File: config.mk
export PLATFORM = sky130hd
export DESIGN_NAME = independent_watchdog
export DESIGN_NICKNAME = d
export VERILOG_FILES = /design/src/shared/wdog_pkg.sv /design/src/independent_watchdog.sv /design/src/wdog_prescaler.sv
export SDC_FILE = /design/constraint.sdc
export NUM_CORES = 1
export LEC_CHECK = 0
export BUFFER_PORTS_ARGS = -buffer_cell sky130_fd_sc_hd__clkbuf_2
export CAP_MARGIN = 30
export CELL_PAD_IN_SITES_DETAIL_PLACEMENT = 0
export CELL_PAD_IN_SITES_GLOBAL_PLACEMENT = 1
export CORE_UTILIZATION = 41
export CTS_BUF_LIST = sky130_fd_sc_hd__clkbuf_2 sky130_fd_sc_hd__clkbuf_4 sky130_fd_sc_hd__clkbuf_8
export DETAILED_ROUTE_END_ITERATION = 10
export PLACE_DENSITY_LB_ADDON = 0.1
export SLEW_MARGIN = 20
export SYNTH_ARGS = -nofsm -noshare
export SYNTH_HDL_FRONTEND = slang
export SYNTH_SLANG_ARGS = --single-unit
File: constraint.sdc
create_clock -name clk -period 3.2 [get_ports clk]
set_input_delay 0.64 -clock clk [delete_from_list [all_inputs] [get_ports clk]]
set_output_delay 0.64 -clock clk [all_outputs]
set_load 0.01 [all_outputs]
File: src/shared/wdog_pkg.sv
/*
 Package for the independent watchdog: register offsets, key values,
 field layouts, reset values and the low-speed tick timing.
 Assumes a single 200 MHz system clock; the low-speed clock arrives as a
 plain input pin and is sampled in that domain.
*/
package wdog_pkg;

   ////////////////////////////////////////////////////////////////////////////
   // Register offsets (byte addresses)
   localparam logic [3:0] OFS_KEY_COMMAND = 4'h0;
   localparam logic [3:0] OFS_PRESCALER   = 4'h4;
   localparam logic [3:0] OFS_RELOAD      = 4'h8;
   localparam logic [3:0] OFS_STATUS      = 4'hC;

   // Command keys
   localparam logic [15:0] KEY_RELOAD = 16'hAAAA;
   localparam logic [15:0] KEY_UNLOCK = 16'h5555;
   localparam logic [15:0] KEY_ENABLE = 16'hCCCC;

   // Field layout and reset values
   localparam int          CNT_W           = 12;
   localparam int          DIV_W           = 3;
   localparam logic [2:0]  PRESCALER_RESET = 3'h0;
   localparam logic [11:0] RELOAD_RESET    = 12'hFFF;
   localparam int          STS_DIV_BIT     = 0;
   localparam int          STS_RLD_BIT     = 1;

   // Low-speed clock edges needed to carry a register update over
   localparam logic [1:0]  UPDATE_SLOW_EDGES = 2'h2;

   // Prescaler ratio exponent for code 000 (divide by 4) and its ceiling
   localparam logic [3:0]  DIV_BASE_LOG2 = 4'h2;
   localparam logic [3:0]  DIV_MAX_LOG2  = 4'h8;

   // Low-speed and system clock rates, for reference only
   localparam real LS_CLK_KHZ  = 40.0;
   localparam real SYS_CLK_MHZ = 200.0;

   // Bus request carried as one group
   typedef struct packed
   {
      logic [3:0]  addr;
      logic [31:0] wdata;
      logic        wr;
      logic        rd;
   } bus_req_t;

endpackage : wdog_pkg

File: src/independent_watchdog.sv
/*
 Independent watchdog: 12-bit downcounter stepped by the low-speed RC
 clock through a prescaler, keyed command register, write-protected
 prescaler and reload registers, update status flags.
 Assumes the low-speed clock is a free-running pin input slower than
 clk/4, a plain register port from software, and a debug halt input.
*/
//
// Behaviour
// - 12-bit counter times out into reset
// - Key CCCC enables, stays enabled
// - Hardware option enables at power-on
// - Software enable ignored under hardware option
// - Key AAAA reloads counter
// - Key 5555 unlocks protected registers
// - Any other key relocks them
// - Prescaler codes divide by 4..256
// - 12-bit reload, reset FFF, protected
// - Status bit 1 shows reload pending
// - Status bit 0 shows prescaler pending
// - Timeout is ratio times reload+1
// - Debug halt with freeze stops counting
// - Runs on clk, stepped by synchronised low-speed edges
// - Command field 16 bits, write-only
`timescale 1ns/1ps
module independent_watchdog
#(
   parameter int CNT_WIDTH = 12
)
(
   input  wire logic                    clk,
   input  wire logic                    reset_n,
   input  wire logic                    low_speed_rc_clock,
   input  wire logic                    hw_enable_option,
   input  wire logic                    core_halted,
   input  wire logic                    debug_halt_freeze,
   input  wire logic [3:0]              bus_addr,
   input  wire logic [31:0]             bus_wdata,
   input  wire logic                    bus_wr,
   input  wire logic                    bus_rd,
   output logic [31:0]                  bus_rdata,
   output logic                         watchdog_enabled,
   output logic [CNT_WIDTH-1:0]         counter_value,
   output logic                         system_reset_req
);
   import wdog_pkg::*;

   ////////////////////////////////////////////////////////////////////////////
   // Declarations
   wdog_pkg::bus_req_t req;
   logic [2:0]           ls_sync_r;
   logic                 ls_tick;
   logic                 pre_tick;
   logic                 cnt_step;
   logic                 wr_cmd;
   logic                 wr_div;
   logic                 wr_rld;
   logic [15:0]          cmd_key;
   logic                 key_reload;
   logic                 key_unlock;
   logic                 key_enable;
   logic                 sw_enable;
   logic                 unlocked_r;
   logic                 enabled_r;
   logic                 hw_mode_r;
   logic                 por_seen_r;
   logic [DIV_W-1:0]     div_r;
   logic [CNT_WIDTH-1:0] rld_r;
   logic [DIV_W-1:0]     div_live_r;
   logic [CNT_WIDTH-1:0] rld_live_r;
   logic [1:0]           div_pend_r;
   logic [1:0]           rld_pend_r;
   logic [CNT_WIDTH-1:0] cnt_r;
   logic                 expired_r;
   logic                 load_cnt;
   logic                 frozen;
   logic [31:0]          rdata_nxt;
   logic [31:0]          rdata_r;

   // Register strobe decode, reused for each register
   function automatic logic hit(input logic [3:0] a, input logic [3:0] ofs);
      hit = (a == ofs);
   endfunction : hit

   ////////////////////////////////////////////////////////////////////////////
   // Bus request grouping and write decode
   assign req.addr  = bus_addr;
   assign req.wdata = bus_wdata;
   assign req.wr    = bus_wr;
   assign req.rd    = bus_rd;
   assign wr_cmd    = req.wr && hit(req.addr, OFS_KEY_COMMAND);
   assign wr_div    = req.wr && hit(req.addr, OFS_PRESCALER);
   assign wr_rld    = req.wr && hit(req.addr, OFS_RELOAD);
   assign cmd_key   = req.wdata[15:0];  // Upper half ignored

   // Key decode
   assign key_reload = wr_cmd && (cmd_key == KEY_RELOAD);
   assign key_unlock = wr_cmd && (cmd_key == KEY_UNLOCK);
   assign key_enable = wr_cmd && (cmd_key == KEY_ENABLE);
   assign sw_enable  = key_enable && !hw_mode_r;

   ////////////////////////////////////////////////////////////////////////////
   // Low-speed clock: two-stage synchroniser, then rising edge detect
   always_ff @(posedge clk)
   begin
      if (!reset_n)
         ls_sync_r <= 3'h0;
      else
         ls_sync_r <= {ls_sync_r[1:0], low_speed_rc_clock};
   end

   // Edge taken between second and third stage only
   assign ls_tick = ls_sync_r[1] && !ls_sync_r[2];

   ////////////////////////////////////////////////////////////////////////////
   // Prescaler from the live (propagated) division code
   wdog_prescaler #(.DIV_W(DIV_W)) u_prescaler
   (
      .clk      (clk),
      .reset_n  (reset_n),
      .clear    (load_cnt),
      .tick_in  (ls_tick && !frozen),
      .div_code (div_live_r),
      .tick_out (pre_tick)
   );

   assign frozen   = core_halted && debug_halt_freeze;
   assign cnt_step = pre_tick && enabled_r && !expired_r;

   ////////////////////////////////////////////////////////////////////////////
   // Hardware option caught at first clocked cycle after reset release
   always_ff @(posedge clk)
   begin
      if (!reset_n)
         por_seen_r <= 1'b0;
      else
         por_seen_r <= 1'b1;
   end

   always_ff @(posedge clk)
   begin
      if (!reset_n)
         hw_mode_r <= 1'b0;
      else if (!por_seen_r)
         hw_mode_r <= hw_enable_option;
   end

   // Enable: sticky until reset, by key or by hardware option
   always_ff @(posedge clk)
   begin
      if (!reset_n)
         enabled_r <= 1'b0;
      else if (sw_enable || (!por_seen_r && hw_enable_option))
         enabled_r <= 1'b1;
   end

   ////////////////////////////////////////////////////////////////////////////
   // Write protection: unlock key opens, any other key closes
   always_ff @(posedge clk)
   begin
      if (!reset_n)
         unlocked_r <= 1'b0;
      else if (wr_cmd)
         unlocked_r <= key_unlock;
   end

   // Software-visible prescaler and reload, written only when unlocked
   always_ff @(posedge clk)
   begin
      if (!reset_n)
         div_r <= PRESCALER_RESET;
      else if (wr_div && unlocked_r)
         div_r <= req.wdata[DIV_W-1:0];
   end

   always_ff @(posedge clk)
   begin
      if (!reset_n)
         rld_r <= RELOAD_RESET;
      else if (wr_rld && unlocked_r)
         rld_r <= req.wdata[CNT_WIDTH-1:0];
   end

   ////////////////////////////////////////////////////////////////////////////
   // Update propagation: pending for a set number of low-speed edges
   always_ff @(posedge clk)
   begin
      if (!reset_n)
         div_pend_r <= 2'h0;
      else if (wr_div && unlocked_r)
         div_pend_r <= UPDATE_SLOW_EDGES;  // Set wins over the count down
      else if (ls_tick && div_pend_r != 2'h0)
         div_pend_r <= div_pend_r - 2'h1;
   end

   always_ff @(posedge clk)
   begin
      if (!reset_n)
         rld_pend_r <= 2'h0;
      else if (wr_rld && unlocked_r)
         rld_pend_r <= UPDATE_SLOW_EDGES;
      else if (ls_tick && rld_pend_r != 2'h0)
         rld_pend_r <= rld_pend_r - 2'h1;
   end

   // Live copies used by the counter, taken when propagation ends
   always_ff @(posedge clk)
   begin
      if (!reset_n)
         div_live_r <= PRESCALER_RESET;
      else if (ls_tick && div_pend_r == 2'h1)
         div_live_r <= div_r;
   end

   always_ff @(posedge clk)
   begin
      if (!reset_n)
         rld_live_r <= RELOAD_RESET;
      else if (ls_tick && rld_pend_r == 2'h1)
         rld_live_r <= rld_r;
   end

   ////////////////////////////////////////////////////////////////////////////
   // Downcounter: load on enable or reload key, else step when enabled
   assign load_cnt = key_reload || sw_enable || (!enabled_r && !por_seen_r);

   always_ff @(posedge clk)
   begin
      if (!reset_n)
         cnt_r <= RELOAD_RESET;
      else if (load_cnt)
         cnt_r <= rld_live_r;
      else if (cnt_step)
         cnt_r <= cnt_r - CNT_WIDTH'(1);
   end

   // Expiry: a step from zero counts reload+1 periods
   always_ff @(posedge clk)
   begin
      if (!reset_n)
         expired_r <= 1'b0;
      else if (cnt_step && cnt_r == '0)
         expired_r <= 1'b1;
   end

   ////////////////////////////////////////////////////////////////////////////
   // Read data mux, command register reads zero
   always_comb
   begin
      rdata_nxt = 32'h0000_0000;
      if (hit(req.addr, OFS_PRESCALER))
         rdata_nxt = 32'(div_r);
      else if (hit(req.addr, OFS_RELOAD))
         rdata_nxt = 32'(rld_r);
      else if (hit(req.addr, OFS_STATUS))
      begin
         rdata_nxt[STS_RLD_BIT] = (rld_pend_r != 2'h0);
         rdata_nxt[STS_DIV_BIT] = (div_pend_r != 2'h0);
      end
   end

   always_ff @(posedge clk)
   begin
      if (!reset_n)
         rdata_r <= 32'h0000_0000;
      else if (req.rd)
         rdata_r <= rdata_nxt;
      else
         rdata_r <= 32'h0000_0000;
   end

   // Outputs
   assign bus_rdata        = rdata_r;
   assign watchdog_enabled = enabled_r;
   assign counter_value    = cnt_r;
   assign system_reset_req = expired_r;
endmodule : independent_watchdog

File: src/wdog_prescaler.sv
/*
 Prescaler for the watchdog: turns each low-speed clock tick into a
 one-cycle count enable after 4..256 ticks, as the code selects.
 Assumes tick_in is a one-cycle pulse already in the clk domain.
*/
`timescale 1ns/1ps
module wdog_prescaler
#(
   parameter int DIV_W = 3
)
(
   input  wire logic             clk,
   input  wire logic             reset_n,
   input  wire logic             clear,
   input  wire logic             tick_in,
   input  wire logic [DIV_W-1:0] div_code,
   output logic                  tick_out
);
   import wdog_pkg::*;

   logic [7:0] count_r;
   logic [3:0] shift_w;
   logic [7:0] limit_w;

   ////////////////////////////////////////////////////////////////////////////
   // Ratio: 4 << code, codes 6 and 7 both give 256
   assign shift_w  = (DIV_BASE_LOG2 + 4'(div_code) > DIV_MAX_LOG2) ? DIV_MAX_LOG2
                     : DIV_BASE_LOG2 + 4'(div_code);
   assign limit_w  = 8'((9'h001 << shift_w) - 9'h001);
   assign tick_out = tick_in && (count_r >= limit_w);

   // Tick counter, cleared on reload so the period restarts whole
   always_ff @(posedge clk)
   begin
      if (!reset_n || clear)
         count_r <= 8'h00;
      else if (tick_out)
         count_r <= 8'h00;
      else if (tick_in)
         count_r <= count_r + 8'h01;
   end

endmodule : wdog_prescaler

==> impl_metrics.json, run 1 <==
{
  "post_cts_buffers": 0,
  "min_period_ns": 2.834,
  "synth_seq_area_share_pct": 40.94,
  "setup_ws_ns": 0.3657,
  "final_nets": 525,
  "drt_iter0_drc": 127,
  "whs_path_depth": 1,
  "max_stage_delay_ns": 0.38,
  "num_rows": 33,
  "netlist-cell-type-count": 52,
  "cts_root_buf": "clkbuf_8",
  "antenna-diode-count": 0,
  "p_leak_uw": 0.001765,
  "grt_pass1_vias": 2622,
  "r2r-start": "div_live_r[2]",
  "reg2regPathDepth": 12,
  "drt-pass1-iter-count": 4,
  "cp-end-kind": "register",
  "cp.required_ns": 3.43,
  "min_period_over_period_pct": 88.57,
  "slew_violations": 0,
  "dpl-instance-area_um2": 3920,
  "finalHoldViolCount": 0,
  "wl_per_cell_um": 13.08,
  "grt_use_total_pct": 17.71,
  "io_pins": 90,
  "status": "finished clean",
  "skew_ns": 0.009150,
  "fmax_ghz": 0.3528,
  "syn_area_um2": 3618,
  "synth_warnings": 0,
  "p_per_area_nw_per_um2": 464.8,
  "synth_top_flop_cell": "dfxtp_1",
  "core_um2": 8382,
  "grt_pass1_wl_um": 12540,
  "hold_slack_ns": 0.4688,
  "criticalPathCategory": "register to register",
  "fin_tns_setup_ns": 0,
  "vdd_drop_max_mv": 0.1954,
  "start_util_pct": 43.17,
  "cts_made_buffers": 9,
  "vias_per_cell": 4.993,
  "dp_hpwl_um": 5698,
  "maxSlewHeadroom_pct": 60.38,
  "ys_ff_latch": 74,
  "antenna_found_initial": 0,
  "clk_pin_slew_ns": 0.08,
  "worst-path-max-fanout": 5,
  "area_delta_synth_final_pct": 15.66,
  "async_flop_share_pct": 0,
  "die_h_um": 95.95,
  "synthTopCellsByArea": "dfxtp_1 41%, nand2_1 6.5%, ha_1 6.2%",
  "fp.dieW_um": 95.95,
  "synth_edf_count": 0,
  "hold_end": "ls_sync_r[1]",
  "layout-drive-gt1-share_pct": 19.74,
  "grt_max_degree": 30,
  "slowest_stage": "dfxtp_1",
  "overflow": 0,
  "io_buffers": 53,
  "cap_viol_max_count": 0,
  "path_cells": "inv_1, ha_1, nand2_1, nor3_2, mux2i_1, nand2_1, ha_1, nand4_1, a211oi_2, o2111ai_1, mux2i_1, o32a_1",
  "postRouteAntennaNets": 0,
  "worst_slew_pin_slew_ns": 0.5925,
  "final.fill_count": 846,
  "wl_um": 7466,
  "cts.sinks": 74,
  "ctsHoldBuffers": 0,
  "cp.arrival_ns": 3.06,
  "synthCells": 409,
  "synth_top_area_share_pct": 40.94,
  "vias": 2851,
  "syn_area_per_cell_um2": 8.847,
  "htreeDepth": 3,
  "worst_r2r_endpoint": "counter_value[1]",
  "gp_congestion": 0.7504,
  "post-route-util_pct": 49.93,
  "drc": 0,
  "hp-start": "ls_sync_r[0]",
  "rrSetupSlack_ns": 0.37,
  "place_worst_setup_slack_ns": 0.1822,
  "hold_class": "register to register",
  "final_cell_area_um2": 4185,
  "final-setup-viol-count": 0,
  "die_area_um2": 9205,
  "clockBufferDepth": 2,
  "yosys.area.top_type": "dfxtp_1",
  "rsz0062_at_grt": "false",
  "tritoncts": "done",
  "cts-resized-gates": 0,
  "clkLatencyLatePin_ns": 0.34,
  "setup.worst_path.start_class": "register"
}
cell usage after synthesis (2+ instances only):
library cell	instances
o2111ai_1	3
o21ai_1	5
nor2_1	28
and3_1	2
xor2_1	18
o211ai_1	4
nand3b_1	2
nor4_1	6
nor2b_1	9
mux2i_1	5
o21a_1	3
a21oi_1	8
buf_4	20
dfxtp_1	74
ha_1	18
xnor2_1	4
o21ai_0	5
a211oi_1	2
buf_2	7
nand3_1	28
clkbuf_1	9
a2bb2oi_2	5
nor3_1	5
nand4_1	8
inv_1	12
nor3b_1	2
and2_1	15
a21boi_0	3
nand2b_1	2
a2bb2oi_1	6
nand2_1	63
nor4bb_1	7
a2111oi_0	2
metal layers:
layer  wire (µm)  track usage (%)  vias up
li1            -                -     1478
met1        3942            25.33     1292
met2        3097            25.83       72
met3         327            3.318        9
met4          99            7.463        0
met5           0                0        -
metrics by stage:
step / total power [µW] / std cells
finish: 1945 / 571
global route: 2013 / 571
CTS: 1967 / 571
detailed placement: 1043 / 557
global placement: 1042 / 556
floorplan: 1024 / 428
power by group:
part	switching, µW	leakage [µW]	internal (µW)
Combinational	56.0	0.00104	35.0
Sequential	4.73	0.000599	926
Clock	334	0.000125	590
registers in the layout, summed over array words and instances (netlist names):
signal / flops
div_live_r: 3
u_prescaler.count_r: 8
counter_value: 12
unlocked_r: 1
bus_rdata: 12
watchdog_enabled: 1
rld_r: 12
por_seen_r: 1
rld_live_r: 12
div_r: 3
div_pend_r: 2
hw_mode_r: 1
rld_pend_r: 2
system_reset_req: 1
ls_sync_r: 3
critical path, delay by kind of cell, from the launching register on:
| kind | cells | cell delay [ns] |
|---|---|---|
| buffers and inverters | 1 | 0.09 |
| and+or+nand+nor | 4 | 0.43 |
| muxes | 2 | 0.37 |
| AOI/OAI and AO/OA | 3 | 0.81 |
| DFF | 1 | 0.38 |
| adders and majority gates | 2 | 0.64 |
area by class of cell:
type                    count  area (µm²)  share of cell area (%)
clock buffers               9       123.9                   2.960
flip-flops and latches     74        1481                   35.40
well taps                 105       131.4                   3.139
multi-input cells         306        1957                   46.76
inverters                  12       45.04                   1.076
repair buffers             60       317.8                   7.593
clock inverters             5       128.9                   3.079
worst max path at each step:
stage,start,end,slack [ns]
after floorplan,div_live_r[1],counter_value[1],0.43
after global placement,div_live_r[2],counter_value[1],0.22
after detailed placement,div_live_r[2],counter_value[1],0.18
after CTS,div_live_r[2],counter_value[1],0.16
after global routing,div_live_r[2],u_prescaler.count_r[1],0.04
final,div_live_r[2],counter_value[1],0.37
cells in the final DEF (no fill, tap or decap), drive strengths merged, types with 7 or more instances in the layout:
master / instances
a21oi: 9
nand3: 28
and2: 15
nor4: 8
a2bb2oi: 11
o21ai: 11
clkbuf: 62
xor2: 18
nor2b: 9
dfxtp: 74
inv: 12
nor4bb: 7
buf: 7
conb: 20
nor2: 29
nand2: 63
ha: 18
nand4: 8
kinds of logic (layout without fill, tap and decap cells):
| family | Yosys count | in the layout | share of synthesized area [%] |
|---|---|---|---|
| mux | 5 | 5 | 1.383 |
| simple gates | 188 | 188 | 27.28 |
| flops | 74 | 74 | 40.94 |
| buf+inv | 48 | 86 | 7.296 |
| compound gates | 53 | 53 | 11.45 |
| fa+ha+maj | 18 | 18 | 6.224 |
| other cells | 1 | 20 | 0.1036 |
| xor+xnor | 22 | 22 | 5.325 |
Note: power is estimated with default switching activity, not from simulation.
==> run 2, diff against run 1 <==
- CORE_UTILIZATION: 41 -> 44
- clock period: 3.2 -> 3.4 ns (I/O delays scaled with it)
==> run 2 against run 1 <==
Net effect:
- core utilization is 3.4 points higher
- first-iteration DRC count shrank 17%
- clock power fell by 2.8%
- non-clock buffer count shrank 1
- sequential share of layout area hardly changed
==> impl_metrics.json, run 2 (synthesis gave the netlist of run 1 again) <==
{
  "layout-drive-gt1-share_pct": 19.49,
  "p_leak_uw": 0.001768,
  "vias": 2867,
  "clockBufferDepth": 2,
  "antenna-diode-count": 0,
  "antenna_found_initial": 0,
  "cts.sinks": 74,
  "path_cells": "inv_1, ha_1, nand2_1, nor3_1, mux2i_1, nand2_1, ha_1, nand4_1, a211oi_2, o2111ai_1, mux2i_1, o32a_1",
  "io_pins": 90,
  "max_stage_delay_ns": 0.45,
  "slowest_stage": "dfxtp_1",
  "drt-pass1-iter-count": 4,
  "clkLatencyLatePin_ns": 0.33,
  "final_nets": 524,
  "cp.required_ns": 3.62,
  "hp-start": "ls_sync_r[0]",
  "fmax_ghz": 0.3286,
  "cp-end-kind": "register",
  "p_comb_share_pct": 4.6,
  "fp.dieW_um": 92.69,
  "drt_iter0_drc": 106,
  "maxSlewHeadroom_pct": 60.19,
  "start_util_pct": 46.11,
  "skew_ns": 0.007516,
  "status": "finished clean",
  "p_sw_share_pct": 19.68,
  "setup.worst_path.start_class": "register",
  "criticalPathCategory": "register to register",
  "die_h_um": 92.69,
  "wl_per_cell_um": 12.93,
  "min_period_ns": 3.043,
  "grt_max_degree": 29,
  "cp.arrival_ns": 3.26,
  "io_buffers": 53,
  "grt_use_total_pct": 18.45,
  "r2r-start": "div_live_r[1]",
  "worst-path-max-fanout": 7,
  "gp_congestion": 0.7883,
  "clk_pin_slew_ns": 0.07,
  "final-setup-viol-count": 0,
  "p_per_area_nw_per_um2": 444.3,
  "grt_pass1_vias": 2654,
  "htreeDepth": 3,
  "seqPwrFrac_pct": 47.1,
  "hold_slack_ns": 0.4374,
  "tritoncts": "done",
  "finalHoldViolCount": 0,
  "rsz0062_at_grt": "false",
  "dp_hpwl_um": 5599,
  "num_rows": 32,
  "p_int_uw": 1493,
  "hold_class": "register to register",
  "vdd_drop_max_mv": 0.1758,
  "area_delta_synth_final_pct": 15.63,
  "worst_slew_pin_slew_ns": 0.5954,
  "grt_pass1_wl_um": 12680,
  "fin_tns_setup_ns": 0,
  "wl_um": 7357,
  "drc": 0,
  "vias_per_cell": 5.039,
  "slew_violations": 0,
  "cap_viol_max_count": 0,
  "cts_made_buffers": 9,
  "overflow": 0,
  "power.switching_uw": 365.9,
  "p_clk_share_pct": 48.3,
  "core_um2": 7848,
  "crit_path_start": "div_live_r[1]",
  "mostFrequentLayoutCell": "dfxtp_1",
  "cts_root_buf": "clkbuf_8",
  "postRouteAntennaNets": 0,
  "layout_common_cells": "74 x dfxtp_1, 63 x nand2_1, 53 x clkbuf_2",
  "min_period_over_period_pct": 89.50,
  "die_area_um2": 8591
}
==> run 2: changes by cell type in the layout (fill, tap and decap cells not counted), sizes merged <==
| cell | before | now |
|---|---|---|
| buf | 7 | 6 |
| clkbuf | 62 | 64 |
==> run 2: cell type report <==
| cell class | instances | area [µm²] |
|---|---|---|
| fill | 794 | 3664 |
| multi-input combinational | 306 | 1949 |
| sequential | 74 | 1481 |
| timing repair buffer | 59 | 310.3 |
| clock buffer | 11 | 145.1 |
| tap | 102 | 127.6 |
| clock inverter | 5 | 125.1 |
| inverter | 12 | 45.04 |
==> run 2: final timing paths <==
check                          end  slack, ns  cells past startpoint
setup reg to reg  counter_value[1]       0.36                     12
hold / removal        ls_sync_r[1]       0.44                      1
hold reg to reg       ls_sync_r[1]       0.44                      1
setup / recovery  counter_value[1]       0.36                     12
==> run 2: what timing repair did <==
item                                    4_1_cts  5_1_grt
resized for setup                             0        1
endpoints found under the setup margin        0        3
setup buffers                                 0        0
hold buffers                                  0        0
==> run 2: power by group through the flow <==
stage / Sequential (µW) / Clock, µW / Combinational [µW]
after floorplan: 896 / 0 / 67.5
after global placement: 896 / 0 / 83.5
after detailed placement: 896 / 0 / 83.6
after CTS: 876 / 924 / 83.8
after global routing: 876 / 965 / 94.4
final: 876 / 898 / 84.7
==> run 2: metrics by stage <==
| step | cell area, µm² | util [%] | total power [µW] | worst slack, ns | cells |
|---|---|---|---|---|---|
| after global routing | 4184 | 53.32 | 1936 | 0.001588 | 569 |
| after floorplan | 3690 | - | 963.4 | 0.6289 | 428 |
| after detailed placement | 3901 | 49.71 | 979.7 | 0.2551 | 552 |
| after CTS | 4172 | 53.16 | 1884 | 0.2275 | 568 |
| final | 4184 | 53.32 | 1859 | 0.3570 | 569 |
| after global placement | 3894 | 49.62 | 979.5 | 0.2760 | 551 |
==> run 2: worst max-delay path: cells and delay by family (launching register included) <==
family	cells	cell delay, ns
compound gates	3	0.84
fa+ha+maj	2	0.66
buf+inv	1	0.13
flops	1	0.45
mux	2	0.38
simple gates	4	0.47
==> run 2: layer usage <==
metal  up-vias  global-route usage [%]  share of wire (%)
li1       1486                       -                  -
met1      1308                   24.63                 51
met2        68                   29.81                 43
met3         5                   5.090                5.0
met4         0                   3.846               0.63
met5         -                       0                  0
